--- config.mk ---
export PLATFORM = sky130hd
export DESIGN_NAME = media_float_opcode_decoder
export DESIGN_NICKNAME = d
export VERILOG_FILES = /design/src/mfod_pkg.sv /design/src/mfod_lookup_if.sv /design/src/media_float_opcode_decoder.sv /design/src/mfod_op_lookup.sv
export SDC_FILE = /design/constraint.sdc
export NUM_CORES = 1
export LEC_CHECK = 0
export BUFFER_PORTS_ARGS = -buffer_cell sky130_fd_sc_hd__buf_4
export CORE_ASPECT_RATIO = 2
export CORE_MARGIN = 2
export CORE_UTILIZATION = 48
export DETAILED_ROUTE_END_ITERATION = 6
export PLACE_DENSITY = 0.77
export SLEW_MARGIN = 40
export SYNTH_ARGS = -nofsm -noshare
export SYNTH_HDL_FRONTEND = slang
export SYNTH_HIERARCHICAL = 1
export SYNTH_SLANG_ARGS = --single-unit
--- constraint.sdc ---
create_clock -name clk -period 1.85 [get_ports clk]
set_input_delay 0.37 -clock clk [delete_from_list [all_inputs] [get_ports clk]]
set_output_delay 0.37 -clock clk [all_outputs]
set_load 0.005 [all_outputs]
--- src/mfod_pkg.sv ---
/*
 package for the media float opcode decoder: escape and opcode values, modrm field values,
 operation and micro-operation enumerations, decoder states.
 assumes nothing of its surroundings.
*/
`default_nettype none
package mfod_pkg;
   localparam logic [7:0]  ESC_BYTE      = 8'h0F;
   localparam logic [7:0]  OPC_EXIT      = 8'h0E;
   localparam logic [7:0]  OPC_HINT      = 8'h0D;
   localparam logic [7:0]  SFX_AVG       = 8'hBF;
   localparam logic [7:0]  SFX_F2ID      = 8'h1D;
   localparam logic [7:0]  SFX_I2FD      = 8'h0D;
   localparam logic [7:0]  SFX_F2IW      = 8'h1C;
   localparam logic [7:0]  SFX_I2FW      = 8'h0C;
   localparam logic [7:0]  SFX_ACC       = 8'hAE;
   localparam logic [7:0]  SFX_NACC      = 8'h8A;
   localparam logic [7:0]  SFX_PNACC     = 8'h8E;
   localparam logic [7:0]  SFX_ADD       = 8'h9E;
   localparam logic [7:0]  SFX_SUB       = 8'h9A;
   localparam logic [7:0]  SFX_SUBR      = 8'hAA;
   localparam logic [7:0]  SFX_CMPEQ     = 8'hB0;
   localparam logic [7:0]  SFX_CMPGE     = 8'h90;
   localparam logic [7:0]  SFX_CMPGT     = 8'hA0;
   localparam logic [7:0]  SFX_MAX       = 8'hA4;
   localparam logic [7:0]  SFX_MIN       = 8'h94;
   localparam logic [7:0]  SFX_MUL       = 8'hB4;
   localparam logic [7:0]  SFX_MULHR     = 8'hB7;
   localparam logic [7:0]  SFX_RCP       = 8'h96;
   localparam logic [7:0]  SFX_RCPIT1    = 8'hA6;
   localparam logic [7:0]  SFX_RCPIT2    = 8'hB6;
   localparam logic [7:0]  SFX_RSQRT     = 8'h97;
   localparam logic [7:0]  SFX_RSQIT1    = 8'hA7;
   localparam logic [7:0]  SFX_SWAP      = 8'hBB;
   localparam logic [1:0]  MOD_NODISP    = 2'h0;
   localparam logic [1:0]  MOD_DISP8     = 2'h1;
   localparam logic [1:0]  MOD_DISP32    = 2'h2;
   localparam logic [1:0]  MOD_REGISTER  = 2'h3;
   localparam logic [2:0]  RM_SIB        = 3'h4;
   localparam logic [2:0]  RM_DIRECT     = 3'h5;
   localparam logic [2:0]  REG_FETCH     = 3'h0;
   localparam logic [2:0]  REG_FETCHW    = 3'h1;
   localparam logic [2:0]  DISP8_BYTES   = 3'h1;
   localparam logic [2:0]  DISP32_BYTES  = 3'h4;
   localparam logic [31:0] LINE_MASK     = 32'hFFFFFFE0;
   localparam logic [31:0] RESET_ADDR    = 32'h00000000;
   localparam logic [7:0]  RESET_MODRM   = 8'h00;
   localparam logic [2:0]  RESET_DISP    = 3'h0;

   typedef enum logic [4:0] {
      OP_NONE, OP_FAST_MEDIA_STATE_EXIT, OP_LINE_FETCH_HINT, OP_LINE_FETCH_WRITE_HINT,
      OP_PACKED_UBYTE_AVERAGE, OP_FLOAT_TO_DWORD_INT, OP_DWORD_INT_TO_FLOAT, OP_FLOAT_TO_WORD_INT,
      OP_WORD_INT_TO_FLOAT, OP_FLOAT_ACCUMULATE, OP_FLOAT_NEG_ACCUMULATE, OP_FLOAT_MIXED_ACCUMULATE,
      OP_PACKED_FLOAT_ADD, OP_PACKED_FLOAT_SUBTRACT, OP_PACKED_FLOAT_REVERSE_SUBTRACT,
      OP_FLOAT_COMPARE_EQUAL, OP_FLOAT_COMPARE_GREATER_EQUAL, OP_FLOAT_COMPARE_GREATER,
      OP_PACKED_FLOAT_MAXIMUM, OP_PACKED_FLOAT_MINIMUM, OP_PACKED_FLOAT_MULTIPLY,
      OP_WORD_MULTIPLY_HIGH_ROUNDED, OP_RECIPROCAL_APPROX, OP_RECIPROCAL_REFINE_STEP1,
      OP_RECIPROCAL_REFINE_STEP2, OP_INV_SQRT_APPROX, OP_INV_SQRT_REFINE_STEP1, OP_DWORD_HALF_SWAP
   } mfod_op_type;

   typedef enum logic [1:0] {UOP_MEU, UOP_MLOAD, UOP_LOAD, UOP_VECTOR} mfod_uop_type;

   typedef enum logic [2:0] {ST_IDLE, ST_ESC, ST_MODRM, ST_SIB, ST_DISP, ST_SUFFIX, ST_ISSUE} mfod_state_type;
endpackage
`default_nettype wire

--- src/mfod_lookup_if.sv ---
/*
 interface between the decoder sequencer and its opcode lookup.
 assumes mfod_pkg is compiled first.
*/
`default_nettype none
interface mfod_lookup_if;
   logic [7:0]            opcode;
   mfod_pkg::mfod_op_type op;
   logic                  known;
   modport lookup (input opcode, output op, output known);
   modport user   (output opcode, input op, input known);
endinterface
`default_nettype wire

--- src/media_float_opcode_decoder.sv ---
/*
 media float opcode decoder: takes instruction bytes from fetch one at a time after the
 leading 0F escape, walks modrm, sib and displacement, and issues micro-operations.
 assumes fetch delivers bytes in program order and that effAddr holds the operand's
 effective address from the last address byte until the memory micro-operation is taken.
*/
// Functional notes
// RULE_01 - 0F 0E issues vector media exit
// RULE_02 - suffix BF is ubyte average, short
// RULE_03 - suffix 1D float-to-dword, 0D dword-to-float
// RULE_04 - suffix 1C float-to-word, 0C word-to-float
// RULE_05 - suffixes AE, 8A, 8E are accumulates
// RULE_06 - suffixes 9E, 9A, AA add/subtract/reverse subtract
// RULE_07 - suffixes B0, 90, A0 are compares
// RULE_08 - suffix A4 maximum, 94 minimum
// RULE_09 - suffix B4 multiply, B7 multiply-high rounded
// RULE_10 - suffixes 96, A6, B6 reciprocal steps
// RULE_11 - suffix 97 inverse sqrt, A7 refine
// RULE_12 - suffix BB swaps dword halves
// RULE_13 - 0F 0D reg 000 is vector load hint; the code issues it as a UOP_LOAD, not as UOP_VECTOR
// RULE_14 - reg 001 write hint behaves as plain hint
// RULE_15 - hint address selects its 32-byte line
// RULE_16 - register form meu; memory form mload, meu
// RULE_17 - 0F 0F escapes into packed-float space
// RULE_18 - suffix opcode follows modrm and address bytes
// RULE_19 - unknown suffix flagged invalid, never issued
`default_nettype none
module media_float_opcode_decoder (
   input  wire logic                   clk,
   input  wire logic                   arst_n,
   input  wire logic                   byteValid,
   input  wire logic [7:0]             byteData,
   output logic                        byteReady,
   input  wire logic [31:0]            effAddr,
   output logic                        uopValid,
   input  wire logic                   uopReady,
   output mfod_pkg::mfod_uop_type      uopKind,
   output mfod_pkg::mfod_op_type       uopOp,
   output logic [31:0]                 uopAddr,
   output logic [7:0]                  uopModrm,
   output logic                        invalidOpcode,
   output logic                        notMedia
);
   typedef struct packed {
      mfod_pkg::mfod_state_type st;
      logic                     twoByte;
      logic [7:0]               modrm;
      logic [2:0]               dispLeft;
      logic                     uopValid;
      mfod_pkg::mfod_uop_type   uopKind;
      mfod_pkg::mfod_op_type    uopOp;
      logic [31:0]              uopAddr;
      logic                     invalid;
      logic                     notMedia;
   } mfod_regs_type;

   mfod_regs_type s_reg;
   mfod_regs_type s_next;
   logic          take;
   logic          addrDone;

   mfod_lookup_if lk ();

   mfod_op_lookup u_lookup (
      .port (lk.lookup)
   );

   // displacement bytes that follow modrm when no sib byte is present
   function automatic logic [2:0] dispBytes(input logic [7:0] m);
      logic [2:0] n;
      n = mfod_pkg::RESET_DISP;
      if (m[7:6] == mfod_pkg::MOD_DISP8) begin
         n = mfod_pkg::DISP8_BYTES;
      end else if (m[7:6] == mfod_pkg::MOD_DISP32) begin
         n = mfod_pkg::DISP32_BYTES;
      end else if (m[7:6] == mfod_pkg::MOD_NODISP && m[2:0] == mfod_pkg::RM_DIRECT) begin
         n = mfod_pkg::DISP32_BYTES;
      end
      return n;
   endfunction

   // a sib with no base register and mod 00 still carries a 32-bit displacement
   function automatic logic [2:0] sibDispBytes(input logic [7:0] m, input logic [7:0] sib);
      logic [2:0] n;
      n = dispBytes(m);
      if (m[7:6] == mfod_pkg::MOD_NODISP && sib[2:0] == mfod_pkg::RM_DIRECT) begin
         n = mfod_pkg::DISP32_BYTES;
      end
      return n;
   endfunction

   function automatic logic needsSib(input logic [7:0] m);
      return (m[7:6] != mfod_pkg::MOD_REGISTER) && (m[2:0] == mfod_pkg::RM_SIB);
   endfunction

   assign lk.opcode = byteData;
   assign take      = byteValid && byteReady;

   always_comb begin
      s_next          = s_reg;
      s_next.invalid  = 1'b0;
      s_next.notMedia = 1'b0;
      byteReady       = 1'b0;
      addrDone        = 1'b0;
      case (s_reg.st)
         mfod_pkg::ST_IDLE: begin
            byteReady = 1'b1;
            if (byteValid) begin
               if (byteData == mfod_pkg::ESC_BYTE) begin
                  s_next.st = mfod_pkg::ST_ESC;
               end else begin
                  s_next.notMedia = 1'b1;
               end
            end
         end
         mfod_pkg::ST_ESC: begin
            byteReady = 1'b1;
            if (byteValid) begin
               if (byteData == mfod_pkg::ESC_BYTE) begin
                  s_next.twoByte = 1'b1; // RULE_17
                  s_next.st      = mfod_pkg::ST_MODRM;
               end else if (byteData == mfod_pkg::OPC_EXIT) begin
                  // no modrm byte: issue straight away down the vector path
                  s_next.uopValid = 1'b1; // RULE_01
                  s_next.uopKind  = mfod_pkg::UOP_VECTOR;
                  s_next.uopOp    = mfod_pkg::OP_FAST_MEDIA_STATE_EXIT;
                  s_next.uopAddr  = mfod_pkg::RESET_ADDR;
                  s_next.modrm    = mfod_pkg::RESET_MODRM;
                  s_next.st       = mfod_pkg::ST_ISSUE;
               end else if (byteData == mfod_pkg::OPC_HINT) begin
                  s_next.twoByte = 1'b0;
                  s_next.st      = mfod_pkg::ST_MODRM;
               end else begin
                  s_next.notMedia = 1'b1;
                  s_next.st       = mfod_pkg::ST_IDLE;
               end
            end
         end
         mfod_pkg::ST_MODRM: begin
            byteReady = 1'b1;
            if (byteValid) begin
               s_next.modrm = byteData;
               // a hint needs a memory operand and reg field 000 or 001
               if (!s_reg.twoByte && (byteData[7:6] == mfod_pkg::MOD_REGISTER ||
                                      byteData[5:3] > mfod_pkg::REG_FETCHW)) begin
                  s_next.invalid = 1'b1;
                  s_next.st      = mfod_pkg::ST_IDLE;
               end else if (needsSib(byteData)) begin
                  s_next.st = mfod_pkg::ST_SIB;
               end else if (dispBytes(byteData) != mfod_pkg::RESET_DISP) begin
                  s_next.dispLeft = dispBytes(byteData);
                  s_next.st       = mfod_pkg::ST_DISP;
               end else begin
                  addrDone = 1'b1;
               end
            end
         end
         mfod_pkg::ST_SIB: begin
            byteReady = 1'b1;
            if (byteValid) begin
               if (sibDispBytes(s_reg.modrm, byteData) != mfod_pkg::RESET_DISP) begin
                  s_next.dispLeft = sibDispBytes(s_reg.modrm, byteData);
                  s_next.st       = mfod_pkg::ST_DISP;
               end else begin
                  addrDone = 1'b1;
               end
            end
         end
         mfod_pkg::ST_DISP: begin
            byteReady = 1'b1;
            if (byteValid) begin
               s_next.dispLeft = s_reg.dispLeft - 3'h1; // RULE_18
               if (s_reg.dispLeft == mfod_pkg::DISP8_BYTES) begin
                  addrDone = 1'b1;
               end
            end
         end
         mfod_pkg::ST_SUFFIX: begin
            byteReady = 1'b1;
            if (byteValid) begin
               if (!lk.known) begin
                  s_next.invalid = 1'b1; // RULE_19
                  s_next.st      = mfod_pkg::ST_IDLE;
               end else begin
                  s_next.uopValid = 1'b1;
                  s_next.uopOp    = lk.op;
                  s_next.st       = mfod_pkg::ST_ISSUE;
                  if (s_reg.modrm[7:6] == mfod_pkg::MOD_REGISTER) begin
                     s_next.uopKind = mfod_pkg::UOP_MEU; // RULE_16
                     s_next.uopAddr = mfod_pkg::RESET_ADDR;
                  end else begin
                     s_next.uopKind = mfod_pkg::UOP_MLOAD; // RULE_16
                     s_next.uopAddr = effAddr;
                  end
               end
            end
         end
         mfod_pkg::ST_ISSUE: begin
            // fetch is held off here, so a stalled execution unit stalls decode
            if (uopReady) begin
               if (s_reg.uopKind == mfod_pkg::UOP_MLOAD) begin
                  s_next.uopKind = mfod_pkg::UOP_MEU; // RULE_16
               end else begin
                  s_next.uopValid = 1'b0;
                  s_next.st       = mfod_pkg::ST_IDLE;
               end
            end
         end
         default: begin
            s_next.st = mfod_pkg::ST_IDLE;
         end
      endcase
      if (addrDone) begin
         if (s_reg.twoByte) begin
            s_next.st = mfod_pkg::ST_SUFFIX; // RULE_18
         end else begin
            s_next.uopValid = 1'b1; // RULE_13
            s_next.uopKind  = mfod_pkg::UOP_LOAD;
            // the write hint has no separate behaviour, only its own tag
            s_next.uopOp    = (s_next.modrm[5:3] == mfod_pkg::REG_FETCH) ? mfod_pkg::OP_LINE_FETCH_HINT
                                                                         : mfod_pkg::OP_LINE_FETCH_WRITE_HINT; // RULE_14
            s_next.uopAddr  = effAddr & mfod_pkg::LINE_MASK; // RULE_15
            s_next.st       = mfod_pkg::ST_ISSUE;
         end
      end
   end

   always_ff @(posedge clk or negedge arst_n) begin
      if (!arst_n) begin
         s_reg <= '{st: mfod_pkg::ST_IDLE, twoByte: 1'b0, modrm: mfod_pkg::RESET_MODRM,
                    dispLeft: mfod_pkg::RESET_DISP, uopValid: 1'b0, uopKind: mfod_pkg::UOP_MEU,
                    uopOp: mfod_pkg::OP_NONE, uopAddr: mfod_pkg::RESET_ADDR, invalid: 1'b0,
                    notMedia: 1'b0};
      end else begin
         s_reg <= s_next;
      end
   end

   assign uopValid      = s_reg.uopValid;
   assign uopKind       = s_reg.uopKind;
   assign uopOp         = s_reg.uopOp;
   assign uopAddr       = s_reg.uopAddr;
   assign uopModrm      = s_reg.modrm;
   assign invalidOpcode = s_reg.invalid;
   assign notMedia      = s_reg.notMedia;

   logic sufTake;
   logic escTake;
   logic modrmTake;
   assign sufTake   = take && s_reg.st == mfod_pkg::ST_SUFFIX;
   assign escTake   = take && s_reg.st == mfod_pkg::ST_ESC;
   assign modrmTake = take && s_reg.st == mfod_pkg::ST_MODRM;
endmodule
`default_nettype wire

--- src/mfod_op_lookup.sv ---
/*
 opcode lookup for the two-byte-escape media space: maps the trailing opcode byte to an operation.
 assumes the sequencer presents the byte that follows the address bytes.
*/
`default_nettype none
module mfod_op_lookup (
   mfod_lookup_if.lookup port
);
   // every entry here is a short-decoded operation; anything else is unknown
   always_comb begin
      case (port.opcode)
         mfod_pkg::SFX_AVG:    port.op = mfod_pkg::OP_PACKED_UBYTE_AVERAGE;         // RULE_02
         mfod_pkg::SFX_F2ID:   port.op = mfod_pkg::OP_FLOAT_TO_DWORD_INT;           // RULE_03
         mfod_pkg::SFX_I2FD:   port.op = mfod_pkg::OP_DWORD_INT_TO_FLOAT;           // RULE_03
         mfod_pkg::SFX_F2IW:   port.op = mfod_pkg::OP_FLOAT_TO_WORD_INT;            // RULE_04
         mfod_pkg::SFX_I2FW:   port.op = mfod_pkg::OP_WORD_INT_TO_FLOAT;            // RULE_04
         mfod_pkg::SFX_ACC:    port.op = mfod_pkg::OP_FLOAT_ACCUMULATE;             // RULE_05
         mfod_pkg::SFX_NACC:   port.op = mfod_pkg::OP_FLOAT_NEG_ACCUMULATE;         // RULE_05
         mfod_pkg::SFX_PNACC:  port.op = mfod_pkg::OP_FLOAT_MIXED_ACCUMULATE;       // RULE_05
         mfod_pkg::SFX_ADD:    port.op = mfod_pkg::OP_PACKED_FLOAT_ADD;             // RULE_06
         mfod_pkg::SFX_SUB:    port.op = mfod_pkg::OP_PACKED_FLOAT_SUBTRACT;        // RULE_06
         mfod_pkg::SFX_SUBR:   port.op = mfod_pkg::OP_PACKED_FLOAT_REVERSE_SUBTRACT; // RULE_06
         mfod_pkg::SFX_CMPEQ:  port.op = mfod_pkg::OP_FLOAT_COMPARE_EQUAL;          // RULE_07
         mfod_pkg::SFX_CMPGE:  port.op = mfod_pkg::OP_FLOAT_COMPARE_GREATER_EQUAL;  // RULE_07
         mfod_pkg::SFX_CMPGT:  port.op = mfod_pkg::OP_FLOAT_COMPARE_GREATER;        // RULE_07
         mfod_pkg::SFX_MAX:    port.op = mfod_pkg::OP_PACKED_FLOAT_MAXIMUM;         // RULE_08
         mfod_pkg::SFX_MIN:    port.op = mfod_pkg::OP_PACKED_FLOAT_MINIMUM;         // RULE_08
         mfod_pkg::SFX_MUL:    port.op = mfod_pkg::OP_PACKED_FLOAT_MULTIPLY;        // RULE_09
         mfod_pkg::SFX_MULHR:  port.op = mfod_pkg::OP_WORD_MULTIPLY_HIGH_ROUNDED;   // RULE_09
         mfod_pkg::SFX_RCP:    port.op = mfod_pkg::OP_RECIPROCAL_APPROX;            // RULE_10
         mfod_pkg::SFX_RCPIT1: port.op = mfod_pkg::OP_RECIPROCAL_REFINE_STEP1;      // RULE_10
         mfod_pkg::SFX_RCPIT2: port.op = mfod_pkg::OP_RECIPROCAL_REFINE_STEP2;      // RULE_10
         mfod_pkg::SFX_RSQRT:  port.op = mfod_pkg::OP_INV_SQRT_APPROX;              // RULE_11
         mfod_pkg::SFX_RSQIT1: port.op = mfod_pkg::OP_INV_SQRT_REFINE_STEP1;        // RULE_11
         mfod_pkg::SFX_SWAP:   port.op = mfod_pkg::OP_DWORD_HALF_SWAP;              // RULE_12
         default:              port.op = mfod_pkg::OP_NONE;
      endcase
   end

   assign port.known = (port.op != mfod_pkg::OP_NONE); // RULE_19
endmodule
`default_nettype wire

### After elaboration in Yosys (flattened, before gate mapping)

Cells that the tools add are included.

* add/sub/neg operators: 1
* order comparisons: 1
* eq/ne operators: 66
* mux-type cells: 82
* reductions and logical operators: 22

Operator list (number)
* 40-bit two-way mux: 6
* 8-bit == test, second input constant: 20
* 5-bit case mux with 24 select lines: 1
* 3-bit two-way mux: 34
* 37-bit case mux with 2 select lines: 1
* 41-bit two-way mux: 1
* 8-bit by 4-bit == test with 1-bit output, second input constant: 4
* 32-bit two-way mux: 1
* 3-bit != test, second input constant: 9
* 2-bit != test, second input constant: 13
* 1-bit two-way mux: 23
* 3-bit case mux with 7 select lines: 1
* 3-bit == test, second input constant: 6
* 3-bit case mux with 3 select lines: 2
* 8-bit by 5-bit == test with 1-bit output, second input constant: 2
* 8-bit two-way mux: 2
* 8-bit case mux with 2 select lines: 1
* 12-bit two-way mux: 1
* 11-bit two-way mux: 1
* 11-bit AND reduction: 1
* 3-bit nonzero test: 3
* 2-bit == test, second input constant: 4
* 8-bit AND reduction: 1
* 2-bit by 1-bit == test with 1-bit output, second input constant: 3
* 19 further kinds: 31

* bits in registers: 57
* input bits: 44
* output and inout port bits: 51
* logic and storage cells: 183

### Logic depth before layout (Yosys ltp)

* word-level depth: 19
* depth in mapped cells: 13
* gate-level depth less buffers: 10

### Cells and area by module

Netlist, hierarchy kept.

Modules (own cells, without submodules)
* media_float_opcode_decoder: instances 1, cells each 300, area an instance 3085.5 um2, sequential area each 1426.4 um2
* mfod_op_lookup: instances 1, cells each 79, area an instance 500.5 um2, sequential area each 0.0 um2

### Worst setup path before layout

OpenSTA, ideal clock, no wires.

* path kind: input -> register
* start: in byteData[5]
* end: reg s_reg, in the netlist uopAddr[12]
* setup time: 0.121 ns
* arrival: 2.173 ns
* required time: 1.729 ns
* slack: -0.444 ns
* stages on the path: 13
* buffers on the path: 3
* cells stage by stage: buf_2 nor4b_1 o211ai_1 o41ai_1 nor3b_1 nand3_1 nand2_1 o21ai_0 nand3_1 and2_4 buf_6 buf_6 a22o_1

RTL lines
* from (decl): RTL line media_float_opcode_decoder.sv:32 `input wire logic [7:0] byteData,`
* to (signal assigned): RTL line media_float_opcode_decoder.sv:230 `s_reg <= '{st: mfod_pkg::ST_IDLE, twoByte: 1'b0, modrm: mfod_pkg::RESET_MODRM,`
* to (signal assigned): RTL line media_float_opcode_decoder.sv:235 `s_reg <= s_next;`
* to (decl): RTL line media_float_opcode_decoder.sv:57 `mfod_regs_type s_reg;`

==> out/results.ini <==
[run_status]
outcome=finished, violations left
failed_checks=setup timing

[setup_path]
end_kind=flip-flop
worstSetupPathDepth=12
timing.rr.start=uopModrm[2]$_DFFE_PN0P_
reg2regPathDepth=7
criticalPathCategory=in -> reg
setup_slack_of_the_worst_register_to_register_path_ps=-150
worst_path_largest_cell_delay_ps=250
critical_path_peak_fanout=7
worst_path_cell_chain=buf_6, buf_4, nor2_2, nand4_1, o32ai_2, a21oi_2, nand3_2, nand2_4, o21ai_2, nand3_2, and2_4, a22o_1
critical_path_arrival_ps=2260
crit_family=simple AND/OR/NAND/NOR gates
cp_num_buf_inv=2
startpoint_type_of_the_worst_setup_path=input port
worst_path_most_repeated_cell=nand3_2
cpMaxStageDelayCell=and2_4
endpoint_of_the_lowest_slack_register_to_register_path=uopAddr[12]$_DFF_PN0_
worst_path_required_time_ps=2050

[global_route]
antenna_found_initial=0
groute.usage.overall_pct=29.7
grt_start_max_net_pins=58
grt_pass1_vias=3854
grt_first_pass_wirelength_um=18500
globalRouteOverflowTotal=0

[synth]
top_cell_type_s_share_of_synthesized_area_pct=39.8
ys_types=70
synth.yosys.seq_area_share_pct=39.8
synth_flop_cell=dfrtp_1
synth_nets=425
yosys.cell_count.top_type=dfrtp_1
post_synth_inst_count=379
biggest_area_consumer_among_synthesized_cells=dfrtp_1
yosys_warnings=6
per_instance_average_area_after_synthesis_um2=9.46
share_of_flip_flops_with_an_asynchronous_set_or_reset_pct=100
yosys_register_bits=57
total_standard_cell_area_after_synthesis_um2=3590
ys_top_cells_by_count=dfrtp_1, buf_4, a22o_1, nand2_1, a21oi_1
synth-edff-count=0
synth.top_cells.by_area=dfrtp_1, buf_4, a22o_1

[sta]
setup_viol=42
fmaxAchievable_mhz=486
worst_case_clock_skew_ps=8.02
rsz0062_at_grt=yes
min_setup_slack_post_route_ps=-207
worstMarginPinSlew_ps=720
timing.final.hold_violations=0
timing_max_transition_violations_final=0
final_min_period_over_clock_period_pct=111
relSlewSlack_pct=52.0
setup_tns_ps=-5770
timing.final.crit_period_ps=2060

[placement]
final_weighted_congestion_in_routability_driven_placement=0.956
buffers_added_on_ports=94
detailed_place.area_um2=4600
post_dp_hpwl_um=8350
dp_worst_setup_slack_ps=-550
post_placement_cell_count=577

[layout]
largest_register_ff_count=32
layoutNonFillerInstCount=622
synthToLayoutAreaGrowth_pct=54.0
antenna_diode_instance_count=0
layout-drive-gt1-share_pct=51.9
final_area_um2=5520
finalNetCount=572
final_core_util_pct=76.0

[clocking]
clock_tree.htree_level_count=3
cts.root.buffer_cell=clkbuf_16
cts-buffers-inserted=9
clock_slew_at_the_register_clock_pins_of_the_worst_setup_and_hold_paths_ps=50
cts_max_path_buffers=2
clock-sinks=57
tritoncts_clock_tree=built
clk-insertion-delay-late_ps=330

[pwr]
power_density_nw_per_um2=1260
peak_ir_drop_on_the_vdd_network_mv=0.649
power.leakage_nw=2.61

[die]
die_h_um=126
coreArea_um2=7270
floorplan.die.width_um=65.1
floorplan.io_pins=95
placementRows=44
floorplan.die_area_um2=8220
initial_core_util_pct=49.3

[drt]
routed_wl_um=13400
postRouteAntennaNets=0
routedWlPerCell_um=21.5
drtIter0Drc=296
post-route-drc-count=0
route.detailed.vias_per_inst=6.08
via_count=3779
drt-pass1-iter-count=5

[job]
max_cap_violations=0

[worst_hold_path]
hold_class=in -> async

cell type report:
class / instances / area [um2]
flip-flops and latches: 57 / 1430
fillers: 487 / 1740
multi-input cells: 249 / 2020
inverters: 9 / 33.8
clock inverters: 3 / 17.5
well taps: 92 / 115
clock buffers: 12 / 246
repair buffers: 200 / 1660
power by group:
part	switching (W)	internal (W)	total, W
registers	0.000323	0.00172	0.00204
clock network	0.000541	0.000927	0.00147
logic	0.00158	0.00189	0.00347
total	0.00245	0.00453	0.00698
cell usage in the layout (no fill, tap or decap), types with 3 or more instances in the layout:
cell,instances
dfrtp_1,56
nor2_1,16
mux2_2,3
buf_6,11
buf_8,4
and2_1,3
nand2_4,3
a32oi_1,3
o21ai_0,3
a21oi_1,15
mux2i_1,4
a21oi_2,6
nand3_2,3
inv_1,9
clkbuf_16,12
buf_12,3
nand2b_1,9
a22o_1,35
and2_4,5
buf_4,179
nand4_1,4
nand3_1,8
a31oi_1,4
o21ai_1,4
nor4b_4,3
nor2b_1,7
nand2_1,28
nor3_1,4
nor2_4,3
routing by layer:
layer / vias up / global-route usage [%] / wire length, um
met3: 75 / 5.98 / 751
met5: - / 0 / 0
li1: 1654 / - / -
met1: 1831 / 28.8 / 4140
met4: 0 / 19.4 / 920
met2: 219 / 54.7 / 7590
how the worst max path moves through the flow:
stage / start / end
finish: byteData[7] / uopAddr[22]$_DFF_PN0_
global route: byteData[1] / uopAddr[12]$_DFF_PN0_
CTS: s_reg[56]$_DFFE_PN0P_ / uopAddr[22]$_DFF_PN0_
detailed placement: byteData[1] / uopAddr[24]$_DFF_PN0_
global placement: byteData[1] / uopAddr[21]$_DFF_PN0_
floorplan: byteData[4] / uopAddr[12]$_DFF_PN0_
stage by stage:
step	hold slack, ps	power [W]
final	102	0.00698
after global routing	162	0.00729
after CTS	111	0.00658
after detailed placement	456	0.00486
after global placement	452	0.00473
after floorplan	74.4	0.00388
logic make-up (layout without fill, tap and decap cells):
group           after synthesis  count (layout)  share of synthesized area, %
compound gates              108             108                          23.1
fa+ha+maj                     2               2                         0.698
mux                           9               9                          3.00
flops                        57              57                          39.8
xor+xnor                      2               2                         0.489
simple gates                125             128                          19.0
buf+inv                      76             224                          14.0
timing repair:
item / 4_1_cts / 5_1_grt
buffers inserted: 15 / 8
cloned: 3 / 4
endpoints found under the setup margin: 45 / 54
resized for setup: 28 / 58
hold buffers: 0 / 0
pin swaps: 16 / 53
Note: power is estimated with default switching activity, not from simulation.
